<file path="src/can_filter_pkg.sv">
// Purpose: shared constants for the can acceptance filter and bit sync block
// Assumes: apb slave with 12-bit byte address and 32-bit data
// Notes: every register takes one aligned word; unlisted bits read as zero
package can_filter_pkg;
  localparam int unsigned NUM_FILT = 16;
  localparam int unsigned ID_W = 29;
  localparam int unsigned ADDR_W = 12;

  // register byte offsets
  localparam logic [11:0] ADDR_CTRL = 12'h000;
  localparam logic [11:0] ADDR_TIMING = 12'h004;
  localparam logic [11:0] ADDR_FEN = 12'h008; // filter_enable_register
  localparam logic [11:0] ADDR_ASSOC0 = 12'h00c; // filter_buffer_assoc_register, filters 0-7
  localparam logic [11:0] ADDR_ASSOC1 = 12'h010; // filters 8-15
  localparam logic [11:0] ADDR_MSEL = 12'h014; // mask_select_register
  localparam logic [11:0] ADDR_MASK0 = 12'h018;
  localparam logic [11:0] ADDR_MASK1 = 12'h01c;
  localparam logic [11:0] ADDR_STATUS = 12'h020;
  localparam logic [11:0] ADDR_FILT_BASE = 12'h040; // filter n at base + 4*n

  // control register fields
  localparam int unsigned CTRL_OP_LSB = 0; // 2 bits, operating mode
  localparam int unsigned CTRL_FUNC_LSB = 2; // 2 bits, functional mode 0/1/2
  localparam int unsigned CTRL_ROLL_BIT = 4; // rollover_enable
  localparam int unsigned CTRL_SJW_LSB = 5; // 2 bits, jump width minus one
  localparam int unsigned CTRL_F15MASK_BIT = 7; // filter_fifteen acts as a mask
  localparam int unsigned CTRL_W = 8;
  localparam logic [1:0] OP_CONFIG = 2'h0;
  localparam logic [1:0] OP_NORMAL = 2'h1;
  localparam logic [1:0] FUNC_LEGACY = 2'h0;

  // timing register fields (lengths in time quanta, minus one)
  localparam int unsigned TIM_T1_LSB = 0; // 4 bits, propagation plus phase segment 1
  localparam int unsigned TIM_T2_LSB = 4; // 4 bits, phase segment 2
  localparam int unsigned TIM_BRP_LSB = 8; // 6 bits, quantum prescaler
  localparam int unsigned TIM_W = 14;

  // mask selection codes, two bits per filter
  localparam logic [1:0] MSEL_MASK0 = 2'h0;
  localparam logic [1:0] MSEL_MASK1 = 2'h1;
  localparam logic [1:0] MSEL_F15 = 2'h2;

  // status register fields
  localparam int unsigned ST_HIT_LSB = 0; // 5 bits, last filter_hit_field
  localparam int unsigned ST_BUF_LSB = 5; // 4 bits, last target buffer
  localparam int unsigned ST_SAMPLED_BIT = 9;
  localparam int unsigned ST_SYNCED_BIT = 10;
  localparam int unsigned ST_NORMAL_BIT = 11;

  // reset values
  localparam logic [CTRL_W-1:0] CTRL_RST = 8'h00; // configuration mode, legacy mode
  localparam logic [TIM_W-1:0] TIMING_RST = 14'h0034; // 5 tq + 4 tq, prescaler 1

  // legacy mode filter_hit_field codes for filters 0 and 1 kept in rx_buffer_zero
  localparam logic [4:0] HIT_B0_F0 = 5'h06;
  localparam logic [4:0] HIT_B0_F1 = 5'h07;
  localparam logic [3:0] BUF_ZERO = 4'h0;
  localparam logic [3:0] BUF_ONE = 4'h1;

  typedef enum logic [1:0] {seg_sync, seg_tseg1, seg_tseg2} seg_e;
endpackage : can_filter_pkg

</file>
<file path="src/can_accept_filter_bit_sync.sv">
// Purpose: can receive acceptance filtering and bit-timing synchronisation
// Assumes: frame decoder delivers identifiers on rx_id with a one-cycle rx_id_valid
// Notes: registers over apb; the pin can_rx passes two flip-flops before use
`timescale 1ns/1ns
`default_nettype none
module can_accept_filter_bit_sync
  import can_filter_pkg::*;
(
  input wire logic pclk,
  input wire logic presetn,
  input wire logic psel,
  input wire logic penable,
  input wire logic pwrite,
  input wire logic [can_filter_pkg::ADDR_W-1:0] paddr,
  input wire logic [31:0] pwdata,
  output logic [31:0] prdata,
  output logic pready,
  output logic pslverr,
  input wire logic can_rx,
  output logic can_tx,
  input wire logic tx_dominant,
  input wire logic bus_idle,
  input wire logic [can_filter_pkg::ID_W-1:0] rx_id,
  input wire logic rx_id_valid,
  input wire logic rx_buffer_zero_full,
  output logic store_valid,
  output logic [3:0] store_buffer,
  output logic [4:0] filter_hit_field,
  output logic sample_point,
  output logic sampled_bit,
  output logic hard_sync,
  output logic resync
);
  import can_filter_pkg::*;

  typedef struct packed {
    logic [CTRL_W-1:0] ctrl;
    logic [TIM_W-1:0] timing;
    logic [NUM_FILT-1:0] fen;
    logic [4*NUM_FILT-1:0] assoc;
    logic [2*NUM_FILT-1:0] msel;
    logic [ID_W-1:0] mask0;
    logic [ID_W-1:0] mask1;
    logic [NUM_FILT-1:0][ID_W-1:0] filt;
    logic [31:0] rdata;
    logic err;
    logic [4:0] last_hit;
    logic [3:0] last_buf;
    logic st_valid;
    logic [3:0] st_buf;
    logic [4:0] st_hit;
    logic rx_s1;
    logic rx_s2;
    logic rx_q;
    logic sampled;
    logic smp_pulse;
    logic synced;
    logic [5:0] tq_cnt;
    seg_e seg;
    logic [4:0] seg_cnt;
    logic [2:0] ext;
    logic [2:0] shrt;
    logic edge_pend;
    logic hard_pulse;
    logic resync_pulse;
    logic tx;
  } state_s;

  state_s q;
  state_s d;

  logic is_config;
  logic is_normal;
  logic legacy;
  logic [2:0] sjw_len;
  logic [4:0] t1_len;
  logic [4:0] t2_len;
  logic [NUM_FILT-1:0] match;
  logic [NUM_FILT-1:0] eligible;

  assign is_config = q.ctrl[CTRL_OP_LSB +: 2] == OP_CONFIG;
  assign is_normal = q.ctrl[CTRL_OP_LSB +: 2] == OP_NORMAL;
  assign legacy = q.ctrl[CTRL_FUNC_LSB +: 2] == FUNC_LEGACY;
  assign sjw_len = {1'b0, q.ctrl[CTRL_SJW_LSB +: 2]} + 3'h1;
  assign t1_len = {1'b0, q.timing[TIM_T1_LSB +: 4]} + 5'h01 + {2'h0, q.ext};
  // shortening never takes segment two below one quantum
  assign t2_len = ({1'b0, q.timing[TIM_T2_LSB +: 4]} + 5'h01 > {2'h0, q.shrt}) ?
                  {1'b0, q.timing[TIM_T2_LSB +: 4]} + 5'h01 - {2'h0, q.shrt} : 5'h01;

  // per-filter compare: masked identifier bits must equal the filter bits
  genvar gi;
  generate
    for (gi = 0; gi < NUM_FILT; gi++) begin : g_filt
      logic [1:0] sel;
      logic [ID_W-1:0] msk;
      if (gi < 2) begin : g_leg0
        assign sel = legacy ? MSEL_MASK0 : q.msel[2*gi +: 2];
      end else begin : g_leg1
        assign sel = legacy ? MSEL_MASK1 : q.msel[2*gi +: 2];
      end
      // unused code 3 selects no mask, so the filter accepts any identifier
      assign msk = (sel == MSEL_MASK0) ? q.mask0 :
                   (sel == MSEL_MASK1) ? q.mask1 :
                   (sel == MSEL_F15) ? q.filt[NUM_FILT-1] : '0;
      assign match[gi] = eligible[gi] && (((rx_id ^ q.filt[gi]) & msk) == '0);
      // legacy mode has six filters, all live; modes 1/2 use the enables
      if (gi < 6) begin : g_six
        assign eligible[gi] = legacy ? 1'b1 : q.fen[gi];
      end else if (gi == NUM_FILT - 1) begin : g_last
        assign eligible[gi] = !legacy && q.fen[gi] && !q.ctrl[CTRL_F15MASK_BIT];
      end else begin : g_mid
        assign eligible[gi] = !legacy && q.fen[gi];
      end
    end
  endgenerate

  // next-state logic for registers, filter result and bit timing
  always_comb begin
    logic acc;
    logic setup;
    logic wr;
    logic mapped;
    logic locked;
    logic found;
    logic [4:0] win;
    logic tick;
    logic edge_ok;
    logic [4:0] err_mag;
    logic [31:0] rd;
    logic [3:0] fidx;
    acc = 1'b0;
    setup = 1'b0;
    wr = 1'b0;
    mapped = 1'b0;
    locked = 1'b0;
    found = 1'b0;
    win = 5'h00;
    tick = 1'b0;
    edge_ok = 1'b0;
    err_mag = 5'h00;
    rd = 32'h0000_0000;
    fidx = paddr[5:2];
    d = q;

    // apb decode; read data and error are captured in the setup cycle
    setup = psel && !penable;
    acc = psel && penable;
    mapped = 1'b1;
    unique case (paddr)
      ADDR_CTRL: rd = {24'h00_0000, q.ctrl};
      ADDR_TIMING: rd = {18'h0_0000, q.timing};
      ADDR_FEN: rd = {16'h0000, q.fen};
      ADDR_ASSOC0: rd = q.assoc[31:0];
      ADDR_ASSOC1: rd = q.assoc[63:32];
      ADDR_MSEL: rd = q.msel;
      ADDR_MASK0: rd = {3'h0, q.mask0};
      ADDR_MASK1: rd = {3'h0, q.mask1};
      ADDR_STATUS: rd = {20'h0_0000, is_normal, q.synced, q.sampled, q.last_buf, q.last_hit};
      default: begin
        if (paddr[11:6] == ADDR_FILT_BASE[11:6] && paddr[1:0] == 2'h0) begin
          rd = {3'h0, q.filt[fidx]};
        end else begin
          mapped = 1'b0;
        end
      end
    endcase
    // everything except control is frozen outside configuration; status is never writable
    locked = !is_config && paddr != ADDR_CTRL;
    if (setup) begin
      d.rdata = pwrite ? 32'h0000_0000 : rd;
      d.err = !mapped || (pwrite && (locked || paddr == ADDR_STATUS));
    end
    wr = acc && pwrite && !q.err;
    if (wr) begin
      unique case (paddr)
        ADDR_CTRL: d.ctrl = pwdata[CTRL_W-1:0];
        ADDR_TIMING: d.timing = pwdata[TIM_W-1:0];
        ADDR_FEN: d.fen = pwdata[NUM_FILT-1:0];
        ADDR_ASSOC0: d.assoc[31:0] = pwdata;
        ADDR_ASSOC1: d.assoc[63:32] = pwdata;
        ADDR_MSEL: d.msel = pwdata;
        ADDR_MASK0: d.mask0 = pwdata[ID_W-1:0];
        ADDR_MASK1: d.mask1 = pwdata[ID_W-1:0];
        default: d.filt[fidx] = pwdata[ID_W-1:0];
      endcase
    end

    // descending scan so the lowest matching filter is kept
    for (int i = NUM_FILT - 1; i >= 0; i--) begin
      if (match[i]) begin
        found = 1'b1;
        win = i[4:0];
      end
    end
    d.st_valid = 1'b0;
    if (rx_id_valid && is_normal && found) begin
      d.st_valid = 1'b1;
      if (!legacy) begin
        d.st_buf = q.assoc[4*win[3:0] +: 4];
        d.st_hit = win;
      end else if (win > 5'h01) begin
        d.st_buf = BUF_ONE;
        d.st_hit = win;
      end else if (rx_buffer_zero_full && q.ctrl[CTRL_ROLL_BIT]) begin
        d.st_buf = BUF_ONE;
        d.st_hit = win;
      end else begin
        d.st_buf = BUF_ZERO;
        d.st_hit = win[0] ? HIT_B0_F1 : HIT_B0_F0;
      end
      d.last_buf = d.st_buf;
      d.last_hit = d.st_hit;
    end

    // transmit path only opens in normal mode; recessive otherwise
    d.tx = !(is_normal && tx_dominant);

    // pin synchroniser, then falling-edge detection on the settled copy
    d.rx_s1 = can_rx;
    d.rx_s2 = q.rx_s1;
    d.rx_q = q.rx_s2;
    tick = q.tq_cnt == q.timing[TIM_BRP_LSB +: 6];
    d.tq_cnt = tick ? 6'h00 : q.tq_cnt + 6'h01;
    d.edge_pend = (q.edge_pend && !tick) || (q.rx_q && !q.rx_s2);
    d.smp_pulse = 1'b0;
    d.hard_pulse = 1'b0;
    d.resync_pulse = 1'b0;

    if (tick) begin
      // an edge counts only when the last sample was recessive
      edge_ok = q.edge_pend && q.sampled && !q.synced;
      // default progress through the bit
      unique case (q.seg)
        seg_sync: begin
          d.seg = seg_tseg1;
          d.seg_cnt = 5'h00;
          d.synced = 1'b0;
          d.ext = 3'h0;
          d.shrt = 3'h0;
        end
        seg_tseg1: begin
          if (q.seg_cnt >= t1_len - 5'h01) begin
            d.seg = seg_tseg2;
            d.seg_cnt = 5'h00;
            d.smp_pulse = 1'b1;
            d.sampled = q.rx_q;
          end else begin
            d.seg_cnt = q.seg_cnt + 5'h01;
          end
        end
        seg_tseg2: begin
          if (q.seg_cnt >= t2_len - 5'h01) begin
            d.seg = seg_sync;
            d.seg_cnt = 5'h00;
          end else begin
            d.seg_cnt = q.seg_cnt + 5'h01;
          end
        end
      endcase
      if (edge_ok && bus_idle) begin
        // hard sync: the edge becomes the sync segment of a fresh bit
        d.seg = seg_tseg1;
        d.seg_cnt = 5'h00;
        d.ext = 3'h0;
        d.shrt = 3'h0;
        d.synced = 1'b1;
        d.hard_pulse = 1'b1;
        d.smp_pulse = 1'b0;
        d.sampled = q.sampled;
      end else if (edge_ok) begin
        unique case (q.seg)
          seg_sync: d.synced = 1'b1;
          seg_tseg1: begin
            err_mag = q.seg_cnt + 5'h01;
            if (!tx_dominant) begin
              d.synced = 1'b1;
              d.resync_pulse = 1'b1;
              if (err_mag <= {2'h0, sjw_len}) begin
                d.seg = seg_tseg1;
                d.seg_cnt = 5'h00;
                d.ext = 3'h0;
                d.smp_pulse = 1'b0;
                d.sampled = q.sampled;
              end else begin
                d.ext = sjw_len;
                d.seg = seg_tseg1;
                d.seg_cnt = q.seg_cnt + 5'h01;
                d.smp_pulse = 1'b0;
                d.sampled = q.sampled;
              end
            end
          end
          seg_tseg2: begin
            err_mag = t2_len - q.seg_cnt;
            d.synced = 1'b1;
            d.resync_pulse = 1'b1;
            if (err_mag <= {2'h0, sjw_len}) begin
              d.seg = seg_tseg1;
              d.seg_cnt = 5'h00;
              d.ext = 3'h0;
              d.shrt = 3'h0;
            end else begin
              d.shrt = sjw_len;
            end
          end
        endcase
      end
    end
  end

  // single state register; reset loads constants only
  always_ff @(posedge pclk or negedge presetn) begin
    if (!presetn) begin
      q <= '0;
      q.ctrl <= CTRL_RST;
      q.timing <= TIMING_RST;
      q.rx_s1 <= 1'b1;
      q.rx_s2 <= 1'b1;
      q.rx_q <= 1'b1;
      q.sampled <= 1'b1;
      q.tx <= 1'b1;
      q.seg <= seg_sync;
    end else begin
      q <= d;
    end
  end

  // zero-wait slave: access phase always completes
  assign pready = 1'b1;
  assign prdata = q.rdata;
  assign pslverr = psel && penable && q.err;
  assign can_tx = q.tx;
  assign store_valid = q.st_valid;
  assign store_buffer = q.st_buf;
  assign filter_hit_field = q.st_hit;
  assign sample_point = q.smp_pulse;
  assign sampled_bit = q.sampled;
  assign hard_sync = q.hard_pulse;
  assign resync = q.resync_pulse;

  property p_write_lock;
    @(posedge pclk) disable iff (!presetn)
      (psel && penable && pwrite && paddr == ADDR_FILT_BASE && !is_config)
      |=> (q.filt[0] == $past(q.filt[0]));
  endproperty
  a_write_lock: assert property (p_write_lock) else $error("filter changed outside config");

  property p_no_match;
    @(posedge pclk) disable iff (!presetn)
      (rx_id_valid && match == '0) |=> !store_valid;
  endproperty
  a_no_match: assert property (p_no_match) else $error("stored without a match");

  property p_lowest;
    @(posedge pclk) disable iff (!presetn)
      (rx_id_valid && is_normal && !legacy && match[0])
      |=> (store_valid && filter_hit_field == 5'h00);
  endproperty
  a_lowest: assert property (p_lowest) else $error("lowest filter not reported");

  property p_rollover;
    @(posedge pclk) disable iff (!presetn)
      (rx_id_valid && is_normal && legacy && match[1] && !match[0] && rx_buffer_zero_full
       && q.ctrl[CTRL_ROLL_BIT])
      |=> (store_buffer == BUF_ONE && filter_hit_field == 5'h01);
  endproperty
  a_rollover: assert property (p_rollover) else $error("rollover code wrong");

  property p_one_sync;
    @(posedge pclk) disable iff (!presetn)
      (hard_sync || resync) |-> !$past(q.synced);
  endproperty
  a_one_sync: assert property (p_one_sync) else $error("second sync in one bit");

  property p_tx_pos;
    @(posedge pclk) disable iff (!presetn)
      (resync && $past(q.seg) == seg_tseg1) |-> !$past(tx_dominant);
  endproperty
  a_tx_pos: assert property (p_tx_pos) else $error("positive resync while dominant");

  property p_tx_normal;
    @(posedge pclk) disable iff (!presetn)
      (!is_normal && $past(!is_normal)) |-> can_tx;
  endproperty
  a_tx_normal: assert property (p_tx_normal) else $error("dominant outside normal");

  property p_lengthen;
    @(posedge pclk) disable iff (!presetn)
      (q.ext != 3'h0 && $past(q.ext) == 3'h0) |-> (q.ext == sjw_len && resync);
  endproperty
  a_lengthen: assert property (p_lengthen) else $error("lengthening not jump width");

  property p_hard;
    @(posedge pclk) disable iff (!presetn)
      hard_sync |-> (q.seg == seg_tseg1 && q.seg_cnt == 5'h00 && q.synced && $past(bus_idle));
  endproperty
  a_hard: assert property (p_hard) else $error("hard sync did not restart");
endmodule : can_accept_filter_bit_sync
`default_nettype wire

</file>
<file path="config.mk">
export PLATFORM = sky130hd
export DESIGN_NAME = can_accept_filter_bit_sync
export DESIGN_NICKNAME = d
export VERILOG_FILES = /design/src/can_filter_pkg.sv /design/src/can_accept_filter_bit_sync.sv
export SDC_FILE = /design/constraint.sdc
export NUM_CORES = 2
export LEC_CHECK = 0
export BUFFER_PORTS_ARGS = -buffer_cell sky130_fd_sc_hd__buf_2
export CELL_PAD_IN_SITES_DETAIL_PLACEMENT = 0
export CELL_PAD_IN_SITES_GLOBAL_PLACEMENT = 1
export CORE_MARGIN = 2
export CORE_UTILIZATION = 29
export CTS_CLUSTER_SIZE = 8
export DETAILED_ROUTE_END_ITERATION = 10
export PLACE_DENSITY_LB_ADDON = 0.1
export RECOVER_POWER = 25
export SETUP_SLACK_MARGIN = 0.3
export SLEW_MARGIN = 20
export SYNTH_ARGS = -nofsm -noshare
export SYNTH_HDL_FRONTEND = slang
export SYNTH_SLANG_ARGS = --single-unit
export TNS_END_PERCENT = 20
</file>
<file path="constraint.sdc">
create_clock -name pclk -period 6.65 [get_ports pclk]
set_clock_uncertainty 0.15 [all_clocks]
set_input_delay 0 -clock pclk [delete_from_list [all_inputs] [get_ports pclk]]
set_output_delay 0 -clock pclk [all_outputs]
set_load 0.01 [all_outputs]
</file>
==> flow_summary.json <==
{
  "status": "complete, but fails checks",
  "violations": "max-capacitance violations, max-slew violations",
  "fmax_mhz": 165,
  "tightest_slew_ns": 3.03,
  "slowest_stage": "o211ai_1",
  "crit_top_cell": "buf_4",
  "ctsRootBufferMaster": "clkbuf_16",
  "synthSimpleGateAreaFrac": 0.0701,
  "mappedNetlistArea_mm2": 0.0508,
  "ir_drop_mv": 0.198,
  "finalSetupViolations": 0,
  "hold_path.class": "in2reg",
  "cts_tree": "done",
  "ys_ff_latch": 727,
  "grt_pass1_wl_um": 448000,
  "clk_latency_ns": 0.79,
  "antenna_found_initial": 56,
  "vias_per_cell": 6.51,
  "period_minus_slack_ns": 6.04,
  "clkTransAtPathRegs_ns": 0.06,
  "num_vias": 45900,
  "worstSetupPathType": "reg2reg",
  "max_stage_delay_ns": 0.74,
  "wl_per_cell_um": 48.6,
  "gp_congestion": 1.10,
  "ys_types": 90,
  "maxCapViolCount": 5,
  "totalWireLength_um": 342000,
  "drt_pre_antenna_iters": 11,
  "grt_max_degree": 148,
  "overflow": 0,
  "synthToLayoutAreaGrowth_pct": 13.2,
  "ys.flop_type": "dfrtp_1",
  "end_kind": "flop",
  "slew_headroom": -1.02,
  "synth_compound_area_frac": 0.156,
  "h-tree-depth": 3,
  "fin_setup_tns_ns": 0,
  "dieArea_mm2": 0.179,
  "async_reset_ff_frac": 1.00,
  "num-fill-cells": 17800,
  "synth_edf_count": 0,
  "final-max-slew-violation-count": 232,
  "total_power_mw": 12.5,
  "first_global_vias": 43300,
  "yosysWarnings": 0,
  "cp_data_required_time_ns": 7.21,
  "cts_sinks": 727,
  "arrival_ns": 6.60,
  "multi_input_area_mm2": 0.0300,
  "io_pins": 132,
  "die_w_um": 423,
  "p_leak_nw": 24.0,
  "synth_nets": 4876,
  "path_cells": "or2_4 -> o21ai_4 -> buf_4 -> a22oi_1 -> o211ai_1 -> nor3_1 -> and4_4 -> nor4_2 -> buf_4 -> nand2_1 -> o21ai_1 -> and3_1 -> inv_1 -> a31oi_1 -> dlygate4sd3_1",
  "finalHoldViolations": 0,
  "rows": 153,
  "worstPathMaxFanout": 43,
  "period_share": 0.909,
  "synthMuxAreaShare": 0.269,
  "port_buffers": 129,
  "drt-initial-drc-count": 7454,
  "p_per_area_mw_per_mm2": 217,
  "final-seq-area_mm2": 0.0182,
  "hold_slack_ns": 0.104,
  "hpwl_um": 252000,
  "synth_seq_area_share": 0.358,
  "cts_buffers": 104,
  "rsz0062_at_grt": "false",
  "clk_path_buf_depth": 3,
  "synth-adder-area-share": 0.00980,
  "core-area_mm2": 0.174,
  "die_y_um": 423,
  "grt.total_usage": 0.374,
  "drc": 0,
  "drive_gt1_frac": 0.346,
  "synth_top_family_by_area": "multiplexers",
  "start_util": 0.292,
  "postSynthAreaPerCell_um2": 10.7,
  "ant_nets": 0,
  "nets": 4783,
  "yosys.area_share.xor_xnor": 0.0791,
  "cp-start-kind": "flop",
  "synthCells": 4755
}
-- critical path: cells and delay by family, from the launching register on --
kind                   cells  cell delay [ns]
AOI/OAI and AO/OA          5             1.92
buffers and inverters      4             1.22
and+or+nand+nor            6             2.01
DFF                        1             0.57
-- through the flow --
step	utilization	setup WS (ns)	instance area [um2]	std cells
global placement	0.310	0.763	53900	6820
global route	0.330	0.413	57500	7035
CTS	0.331	0.542	57600	7034
detailed placement	0.310	0.858	54000	6823
finish	0.331	0.607	57500	7052
floorplan	-	2.16	50800	4755
-- logic make-up after synthesis --
family	after synthesis
AOI/OAI and AO/OA	1093
muxes	1071
DFF	727
buffers and inverters	684
and+or+nand+nor	681
xor gates and xnor gates	459
adders and majority gates	38
other	2
-- state kept, by name (all words and copies together), names as in the netlist --
register,flops
sampled_bit,1
d,2
prdata,32
resync,1
q,679
filter_hit_field,4
hard_sync,1
can_tx,1
store_buffer,4
store_valid,1
sample_point,1
-- metal layers --
metal / share of wire / vias to the layer above / wire [um] / global-route usage
met5: 0.00033 / - / 112 / 0
met4: 0.084 / 16 / 28700 / 0.257
met3: 0.10 / 822 / 34800 / 0.106
met2: 0.41 / 3004 / 142000 / 0.536
met1: 0.40 / 24400 / 137000 / 0.485
li1: - / 17700 / - / -
-- cell usage in the layout, fill, tap and decap left out, types with 80 or more instances in the layout --
cell       netlist  routed
a21oi_1        116     115
clkbuf_16        0     105
mux2_2         893     893
nand2_1        177     167
buf_2           70      84
a22o_1          97      97
clkbuf_1       435      84
mux4_2         145     145
o21ai_0        177     177
nor2_1         114     101
xor2_1          80      80
a22oi_1        238     238
xnor2_1        379     377
buf_4           47     247
o22ai_1        133     132
a222oi_1       101     101
dfrtp_1        719     703
-- final timing paths --
kind,startpoint,endpoint,slack [ns],cells past startpoint
setup reg to reg,q[731]$_DFFE_PN0P_,filter_hit_field[1]$_DFFE_PN0P_,0.61,15
max in group asynchronous,presetn,q[566]$_DFFE_PN0P_,1.07,4
hold reg to reg,d[27]$_DFF_PN1_,d[26]$_DFF_PN1_,0.20,0
hold / removal,bus_idle,q[6]$_DFFE_PN0P_,0.10,4
setup / recovery,q[731]$_DFFE_PN0P_,filter_hit_field[1]$_DFFE_PN0P_,0.61,15
min in group asynchronous,presetn,q[731]$_DFFE_PN0P_,2.11,4
-- what timing repair did --
item                       4_1_cts  5_1_grt
resized for setup                0        1
hold buffers                    58        0
hold endpoints to repair      1437        0
buffers inserted                 0        0
setup endpoints to repair        0        1
-- synth_stat cells (37+ instances only) --
master    instances  area share
a21oi_1         116       0.011
a221oi_1         77       0.013
a222oi_1        101       0.020
a22o_1           97       0.017
a22oi_1         238       0.035
and3_1           55      0.0068
buf_1            80      0.0059
buf_2            70      0.0069
buf_4            47      0.0069
clkbuf_1        435       0.032
dfrtp_1         719        0.35
mux2_2          893        0.20
mux4_2          145       0.064
nand2_1         177       0.013
nand3_1          81      0.0080
nand3b_1         37      0.0055
nor2_1          114      0.0084
nor3_1           44      0.0043
o21ai_0         177       0.017
o22ai_1         133       0.016
xnor2_1         379       0.065
xor2_1           80       0.014
-- power breakdown --
part	internal (mW)	switching [mW]
clock	2.98	2.14
sequential	4.71	0.383
combinational	0.744	1.55
total	8.44	4.07
-- layout make-up --
class | count | share of cell area
Antenna cell | 18 | 0.000783
Clock buffer | 142 | 0.0484
Clock inverter | 11 | 0.00320
Inverter | 34 | 0.00222
Multi-Input combinational cell | 3344 | 0.521
Sequential cell | 727 | 0.317
Tap cell | 2325 | 0.0506
Timing Repair Buffer | 451 | 0.0571
Power figures use the tool's default switching activity.
